### config.mk
export PLATFORM = sky130hd
export DESIGN_NAME = ibc_top
export DESIGN_NICKNAME = d
export VERILOG_FILES = /design/src/hdl/ibc_pkg.sv /design/src/hdl/ibc_sync.sv /design/src/hdl/ibc_top.sv
export SDC_FILE = /design/constraint.sdc
export NUM_CORES = 1
export LEC_CHECK = 0
export ABC_CLOCK_PERIOD_IN_PS = 2300
export BUFFER_PORTS_ARGS = -buffer_cell sky130_fd_sc_hd__buf_2
export CORE_MARGIN = 3
export CORE_UTILIZATION = 40
export DETAILED_ROUTE_END_ITERATION = 10
export GPL_ROUTABILITY_DRIVEN = 0
export MAX_ROUTING_LAYER = met4
export PLACE_DENSITY = 0.68
export SKIP_LAST_GASP = 1
export SYNTH_ARGS = -nofsm -noshare
export SYNTH_HDL_FRONTEND = slang
export SYNTH_SLANG_ARGS = --single-unit
### constraint.sdc
create_clock -name clk -period 2.3 [get_ports clk]
set_input_delay 0.575 -clock clk [delete_from_list [all_inputs] [get_ports clk]]
set_output_delay 0.575 -clock clk [all_outputs]
set_load 0.02 [all_outputs]
### src/hdl/ibc_pkg.sv
package ibc_pkg;
    // register byte addresses
    localparam logic [11:0] IBC_CTRL_OFS = 12'h000;
    localparam logic [11:0] IBC_LEN_OFS = 12'h004;
    localparam logic [11:0] IBC_STAT_OFS = 12'h008;
    // control field positions
    localparam int IBC_HRISE_BIT = 15;
    localparam int IBC_HFALL_BIT = 14;
    localparam int IBC_LRISE_BIT = 13;
    localparam int IBC_LFALL_BIT = 12;
    localparam int IBC_FLTEN_BIT = 11;
    localparam int IBC_CLEN_BIT = 10;
    localparam int IBC_SELH_BIT = 5;
    localparam int IBC_SELL_BIT = 4;
    localparam int IBC_HH_BIT = 3;
    localparam int IBC_HL_BIT = 2;
    localparam int IBC_LH_BIT = 1;
    // implemented bits: 15..10 and 5..0
    localparam logic [15:0] IBC_CTRL_MASK = 16'hfc3f;
    localparam logic [15:0] IBC_CTRL_RST = 16'h0000;
    localparam logic [9:0] IBC_LEN_RST = 10'h000;
    localparam int IBC_LEN_W = 10;
endpackage

### src/hdl/ibc_sync.sv
`timescale 1ns/10ps
// two-flop synchroniser per bit
module ibc_sync #(
    parameter int W = 4
) (
    // clock and reset
    input wire logic clk,
    input wire logic sys_rst,
    // data
    input wire logic [W-1:0] d,
    output logic [W-1:0] q
);
    logic [W-1:0] meta;

    // first stage read only by the second
    always_ff @(posedge clk or posedge sys_rst) begin
        if (sys_rst) begin
            meta <= '0;
            q <= '0;
        end else begin
            meta <= d;
            q <= meta;
        end
    end
endmodule

### src/hdl/ibc_top.sv
`timescale 1ns/10ps
// Summary of operation
// - control bit 12 lets low-side falling edge start blanking counter
// - bit 11 applies leading-edge blanking to the fault input
// - bit 10 applies leading-edge blanking to the current-limit input
// - bits 9 to 6 read zero and ignore writes
// - bit 5 blanks inputs while the select signal is high
// - bit 4 blanks inputs while the select signal is low
// - bit 3 blanks inputs while high-side output is high
// - bit 2 blanks inputs while high-side output is low
// - bit 1 blanks inputs while low-side output is high
// - bits 15,14,13 enable high rise, high fall, low rise triggers
module ibc_top
    import ibc_pkg::*;
(
    // clock and reset
    input wire logic clk,
    input wire logic sys_rst,
    // apb slave
    input wire logic psel,
    input wire logic penable,
    input wire logic pwrite,
    input wire logic [11:0] paddr,
    input wire logic [31:0] pwdata,
    output logic [31:0] prdata,
    output logic pready,
    output logic pslverr,
    // pwm and select pins
    input wire logic high_side_pwm_out,
    input wire logic low_side_pwm_out,
    input wire logic blank_select,
    // raw protection inputs
    input wire logic fault_in,
    input wire logic curlim_in,
    // masked protection outputs and blanking flag
    output logic fault_masked,
    output logic curlim_masked,
    output logic blank_active
);
    logic [3:0] sync_q;
    logic hs, ls, sel, flt_s, cl_s;
    logic hs_d, ls_d;
    logic [15:0] ctrl, next_ctrl;
    logic [IBC_LEN_W-1:0] len, next_len;
    logic [IBC_LEN_W-1:0] cnt, next_cnt;
    logic [31:0] next_prdata;
    logic next_pready, next_pslverr;
    logic next_fault_masked, next_curlim_masked, next_blank_active;
    logic trig, state_blank, leb_run;
    logic prot_q;
    logic prot_meta;

    // pin synchronisers
    ibc_sync #(.W(4)) u_sync (
        .clk(clk),
        .sys_rst(sys_rst),
        .d({high_side_pwm_out, low_side_pwm_out, blank_select, fault_in}),
        .q(sync_q)
    );
    assign hs = sync_q[3];
    assign ls = sync_q[2];
    assign sel = sync_q[1];
    assign flt_s = sync_q[0];
    assign cl_s = prot_q;

    // current-limit synchroniser
    always_ff @(posedge clk or posedge sys_rst) begin
        if (sys_rst) begin
            prot_meta <= 1'b0;
            prot_q <= 1'b0;
        end else begin
            prot_meta <= curlim_in;
            prot_q <= prot_meta;
        end
    end

    // edge triggers
    always_comb begin
        trig = 1'b0;
        if (ctrl[IBC_HRISE_BIT] && hs && !hs_d) begin
            trig = 1'b1;
        end
        if (ctrl[IBC_HFALL_BIT] && !hs && hs_d) begin
            trig = 1'b1;
        end
        if (ctrl[IBC_LRISE_BIT] && ls && !ls_d) begin
            trig = 1'b1;
        end
        if (ctrl[IBC_LFALL_BIT] && !ls && ls_d) begin
            trig = 1'b1;
        end
    end

    // state blanking conditions
    always_comb begin
        state_blank = (ctrl[IBC_SELH_BIT] && sel)
            || (ctrl[IBC_SELL_BIT] && !sel)
            || (ctrl[IBC_HH_BIT] && hs)
            || (ctrl[IBC_HL_BIT] && !hs)
            || (ctrl[IBC_LH_BIT] && ls);
    end

    assign leb_run = (cnt != '0);

    // counter next value
    always_comb begin
        next_cnt = cnt;
        if (trig) begin
            next_cnt = len;
        end else if (leb_run) begin
            next_cnt = cnt - 1'b1;
        end
    end

    // masking of the protection inputs
    always_comb begin
        next_blank_active = state_blank || leb_run;
        next_fault_masked = flt_s
            && !(state_blank || (leb_run && ctrl[IBC_FLTEN_BIT]));
        next_curlim_masked = cl_s
            && !(state_blank || (leb_run && ctrl[IBC_CLEN_BIT]));
    end

    // apb register access, one wait-free access phase
    always_comb begin
        next_ctrl = ctrl;
        next_len = len;
        next_prdata = prdata;
        next_pready = 1'b0;
        next_pslverr = 1'b0;
        if (psel && !penable) begin
            next_pready = 1'b1;
            next_prdata = 32'h0000_0000;
            unique case (paddr)
                IBC_CTRL_OFS: begin
                    next_prdata = {16'h0000, ctrl};
                end
                IBC_LEN_OFS: begin
                    next_prdata = {22'h000000, len};
                end
                IBC_STAT_OFS: begin
                    next_prdata = {22'h000000, cnt};
                    next_pslverr = pwrite;
                end
                default: begin
                    next_pslverr = 1'b1;
                end
            endcase
        end
        // write lands on the access edge that samples pready
        if (psel && penable && pready && pwrite) begin
            unique case (paddr)
                IBC_CTRL_OFS: begin
                    next_ctrl = pwdata[15:0] & IBC_CTRL_MASK;
                end
                IBC_LEN_OFS: begin
                    next_len = pwdata[IBC_LEN_W-1:0];
                end
                default: begin
                end
            endcase
        end
    end

    // state registers
    always_ff @(posedge clk or posedge sys_rst) begin
        if (sys_rst) begin
            ctrl <= IBC_CTRL_RST;
            len <= IBC_LEN_RST;
            cnt <= '0;
            hs_d <= 1'b0;
            ls_d <= 1'b0;
            prdata <= 32'h0000_0000;
            pready <= 1'b0;
            pslverr <= 1'b0;
            fault_masked <= 1'b0;
            curlim_masked <= 1'b0;
            blank_active <= 1'b0;
        end else begin
            ctrl <= next_ctrl;
            len <= next_len;
            cnt <= next_cnt;
            hs_d <= hs;
            ls_d <= ls;
            prdata <= next_prdata;
            pready <= next_pready;
            pslverr <= next_pslverr;
            fault_masked <= next_fault_masked;
            curlim_masked <= next_curlim_masked;
            blank_active <= next_blank_active;
        end
    end

    // checks
    property p_lfall;
        @(posedge clk) disable iff (sys_rst)
        (ctrl[IBC_LFALL_BIT] && ls_d && !ls && len != '0) |=> leb_run;
    endproperty
    a_lfall: assert property (p_lfall) else $error("low fall no trigger");

    property p_flt;
        @(posedge clk) disable iff (sys_rst)
        (leb_run && ctrl[IBC_FLTEN_BIT]) |=> !fault_masked;
    endproperty
    a_flt: assert property (p_flt) else $error("fault not blanked");

    property p_cl;
        @(posedge clk) disable iff (sys_rst)
        (leb_run && ctrl[IBC_CLEN_BIT]) |=> !curlim_masked;
    endproperty
    a_cl: assert property (p_cl) else $error("curlim not blanked");

    property p_resv;
        @(posedge clk) disable iff (sys_rst)
        ctrl[9:6] == 4'h0;
    endproperty
    a_resv: assert property (p_resv) else $error("reserved bits set");

    property p_selh;
        @(posedge clk) disable iff (sys_rst)
        (ctrl[IBC_SELH_BIT] && sel) |=> (blank_active && !fault_masked);
    endproperty
    a_selh: assert property (p_selh) else $error("select high no blank");

    property p_sell;
        @(posedge clk) disable iff (sys_rst)
        (ctrl[IBC_SELL_BIT] && !sel) |=> !curlim_masked;
    endproperty
    a_sell: assert property (p_sell) else $error("select low no blank");

    property p_hh;
        @(posedge clk) disable iff (sys_rst)
        (ctrl[IBC_HH_BIT] && hs) |=> blank_active;
    endproperty
    a_hh: assert property (p_hh) else $error("high side high no blank");

    property p_hl;
        @(posedge clk) disable iff (sys_rst)
        (ctrl[IBC_HL_BIT] && !hs) |=> blank_active;
    endproperty
    a_hl: assert property (p_hl) else $error("high side low no blank");

    property p_lh;
        @(posedge clk) disable iff (sys_rst)
        (ctrl[IBC_LH_BIT] && ls) |=> blank_active;
    endproperty
    a_lh: assert property (p_lh) else $error("low side high no blank");

    property p_restart;
        @(posedge clk) disable iff (sys_rst)
        trig |=> (cnt == $past(len));
    endproperty
    a_restart: assert property (p_restart) else $error("no restart");

    property p_pass;
        @(posedge clk) disable iff (sys_rst)
        (!state_blank && !leb_run && flt_s) |=> fault_masked;
    endproperty
    a_pass: assert property (p_pass) else $error("fault lost");

    property p_pass_cl;
        @(posedge clk) disable iff (sys_rst)
        (!state_blank && !leb_run && cl_s) |=> curlim_masked;
    endproperty
    a_pass_cl: assert property (p_pass_cl) else $error("curlim lost");

    property p_count;
        @(posedge clk) disable iff (sys_rst)
        (leb_run && !trig) |=> (cnt == $past(cnt) - 1'b1);
    endproperty
    a_count: assert property (p_count) else $error("count step");

    property p_hrise;
        @(posedge clk) disable iff (sys_rst)
        (ctrl[IBC_HRISE_BIT] && hs && !hs_d && len != '0) |=> leb_run;
    endproperty
    a_hrise: assert property (p_hrise) else $error("high rise idle");

    property p_hfall;
        @(posedge clk) disable iff (sys_rst)
        (ctrl[IBC_HFALL_BIT] && !hs && hs_d && len != '0) |=> leb_run;
    endproperty
    a_hfall: assert property (p_hfall) else $error("high fall idle");

    property p_lrise;
        @(posedge clk) disable iff (sys_rst)
        (ctrl[IBC_LRISE_BIT] && ls && !ls_d && len != '0) |=> leb_run;
    endproperty
    a_lrise: assert property (p_lrise) else $error("low rise idle");

    property p_wr_ctrl;
        @(posedge clk) disable iff (sys_rst)
        (psel && penable && pready && pwrite && paddr == IBC_CTRL_OFS)
            |=> (ctrl == ($past(pwdata[15:0]) & IBC_CTRL_MASK));
    endproperty
    a_wr_ctrl: assert property (p_wr_ctrl) else $error("ctrl write");

    property p_pready;
        @(posedge clk) disable iff (sys_rst)
        pready |=> !pready;
    endproperty
    a_pready: assert property (p_pready) else $error("pready too long");
endmodule

==> impl_metrics.tcl <==
set metrics [dict create \
    run_status "finished clean" \
    synth-xor-area-share_pct 0.905 \
    synth_flop_cell "dfrtp_1" \
    power_uw 2980 \
    synth-seq-cells 65 \
    rows 30 \
    vias 1980 \
    arrival_ns 2.37 \
    cts_tree "built" \
    drive_above_1_share_pct 40.5 \
    start_util_pct 42.0 \
    synth_cell_type_count 38 \
    synthMuxAreaShare_pct 15.6 \
    pin_count 91 \
    critical_path.max_fanout 6 \
    synth_seq_area_share_pct 56.0 \
    fin_nets 361 \
    synthSimpleGateAreaFrac_pct 9.65 \
    core-area_um2 6910 \
    antenna_left 0 \
    antenna_found_initial 0 \
    hold_buffers 0 \
    io_buffers 58 \
    synthAdderAreaFrac_pct 0.431 \
    root_buffer "clkbuf_8" \
    grt_max_degree 39 \
    p_sw_uw 833 \
    synth_edf_count 0 \
    vdd_drop_max_mv 0.312 \
    slew_violations 0 \
    grt_pass1_wl_mm 10.2 \
    grt_use_total_pct 16.3 \
    postSynthAreaPerCell_um2 12.5 \
    clock_sinks 65 \
    wire_per_inst_um 14.5 \
    setup_violations 0 \
    rsz0062_at_grt "no" \
    clk_latency_ns 0.34 \
    finClkSkew_ns 0.00917 \
    synthCells 232 \
    syn_area_um2 2900 \
    clockBufferDepth 2 \
    grt-ovfl-total 0 \
    fill_cells 627 \
    place_worst_setup_slack_ns 0.0277 \
    clkPwrFrac_pct 35.5 \
    cellPowerDensity_nw_per_um2 837 \
    die_w_um 91.2 \
    drt_wl_total_mm 5.90 \
    post-route-min-period_ns 2.09 \
    synthArstFlopShare_pct 100 \
    period_share_pct 91.0 \
    cts_repair_resize_count 0 \
    fmax_mhz 478 \
    p_leak_uw 0.00180 \
    fin_cells 407 \
    hp-class "input pin to asynchronous set/reset pin" \
    cts-buffers-inserted 9 \
    finalSetupTns_ns 0 \
    synth_compound_area_share_pct 10.8 \
    setup_slack_ns 0.208 \
    synth-warning-count 0 \
    synth_top_family_by_area "multiplexers" \
    die-height_um 91.2 \
    post-cts-setup-buffer-count 0 \
    drt_iter0_drc 141 \
    detailed_place_hpwl_mm 4.36 \
    place_inst 391 \
    timing.critical_path.from_type "flop" \
    grt_pass1_vias 2022 \
    endpoint_kind "flop" \
    crit_type "flop to flop" \
    hold_viol 0 \
    intPower_uw 2140 \
    clkTransAtPathRegs_ns 0.07 \
    seqPwrFrac_pct 45.2 \
    crit_required_ns 2.58 \
    drc 0 \
    drv_cap 0 \
    ctsHtreeMaxLevel 3 \
    syn2layout_area_growth_pct 22.4 \
    swShare_pct 28.0 \
    p_comb_share_pct 19.4 \
    firstDrtPassIters 4 \
    fp.dieArea_um2 8320 \
    antenna_cells 0 \
    viasPerCell 4.86 \
]
-- layer usage --
layer  vias to the layer above  routed length (µm)  share of wire, %  GRT usage [%]
li1                        964                   -                 -              -
met1                       932                2610                44           19.9
met2                        75                2820                48           25.3
met3                         9                 365               6.2           4.56
met4                         0                 104               1.8           7.16
met5                         -                   0                 0              -
-- final timing paths --
path	slack (ns)	startpoint	endpoint	cells past startpoint
worst min register to register	0.35	u_sync.meta[1]	u_sync.q[1]	0
max in group asynchronous	1.62	sys_rst	prdata[2]	3
min in group clk	0.34	low_side_pwm_out	u_sync.meta[2]	1
worst max-delay path	0.21	cnt[1]	cnt[6]	7
worst min-delay path	0.28	sys_rst	u_sync.q[3]	3
worst max register to register	0.21	cnt[1]	cnt[6]	7
-- critical path, stage by stage (launching register included) --
cell and delay [ns]:
dfrtp_1 0.38, inv_1 0.08, ha_1 0.16, or4b_1 0.50, buf_4 0.19, or3_2 0.40, a21oi_1 0.16, mux2_2 0.16
-- through the flow --
| step | instance area (µm²) | hold slack (ns) | util, % |
|---|---|---|---|
| 2_1_floorplan | 2960 | 0.331 | - |
| 3_3_place_gp | 3330 | 0.334 | 48.3 |
| 3_5_place_dp | 3330 | 0.335 | 48.3 |
| 4_1_cts | 3550 | 0.275 | 51.4 |
| 5_1_grt | 3550 | 0.300 | 51.4 |
| 6_report | 3550 | 0.283 | 51.4 |
-- cell type report --
class	instances	area, µm²	share of cell area [%]
timing repair buffer	74	423	11.9
sequential	65	1630	45.8
clock inverter	7	95.1	2.68
clock buffer	9	124	3.49
tap	96	120	3.38
multi-input combinational	151	1150	32.3
inverter	5	18.8	0.528
-- synth_stat cells, types with 2 or more instances --
cell type	instances	area (µm²)
inv_1	5	18.8
dfrtp_1	65	1630
nor2_1	4	15.0
or3_2	2	15.0
a22o_1	19	166
mux2_1	3	33.8
buf_2	3	15.0
mux2i_1	9	90.1
clkbuf_1	6	22.5
nor2b_1	2	12.5
nand2_1	9	33.8
or3_1	4	25.0
a21oi_1	7	35.0
buf_4	16	120
o21ai_0	13	65.1
or4_1	4	30.0
nor4_1	2	12.5
and4_1	2	17.5
o31ai_1	4	30.0
xnor2_1	3	26.3
and3_1	2	12.5
nand3b_1	2	15.0
mux2_2	28	315
nand2b_1	2	12.5
nand4_1	3	18.8
-- cell usage in the layout (no fill, tap or decap), drive strengths merged, types with 2 or more instances in the layout --
master  Yosys  layout
nand4       3       3
clkbuf      6       9
dfrtp      65      65
nand2b      2       2
nor2b       2       2
conb        1      16
inv         5       5
clkinv      0       4
nand2       9       9
nand3b      2       2
o31ai       4       4
and3        2       2
bufinv      0       2
buf        20      74
nor2        5       5
a21oi       7       7
a22o       19      19
xnor2       3       3
and4        2       2
or4         4       4
nor3        2       2
or3         7       7
mux2       32      32
mux2i       9       9
o21ai      13      13
nor4        2       2
-- power by group through the flow --
stage               clock network (µW)  registers [µW]  logic, µW
detailed placement                   0            1360        577
global route                      1140            1360        654
global placement                     0            1360        567
finish                            1060            1340        576
CTS                               1090            1340        581
floorplan                            0            1360        427
-- flip-flops by register name, summed over array words and instances, names as in the netlist, 4 cells and up --
name / count
len: 10
u_sync.meta: 4
ctrl: 12
prdata: 16
u_sync.q: 4
cnt: 10
-- kinds of logic (layout without fill, tap and decap cells) --
logic type | count (synthesis) | in the layout
DFF | 65 | 65
AOI/OAI and AO/OA | 45 | 45
and+or+nand+nor | 45 | 45
muxes | 41 | 41
buffers and inverters | 31 | 95
xor gates and xnor gates | 3 | 3
adders and majority gates | 1 | 1
other | 1 | 16
No activity file was read; power rests on OpenSTA's default activity.
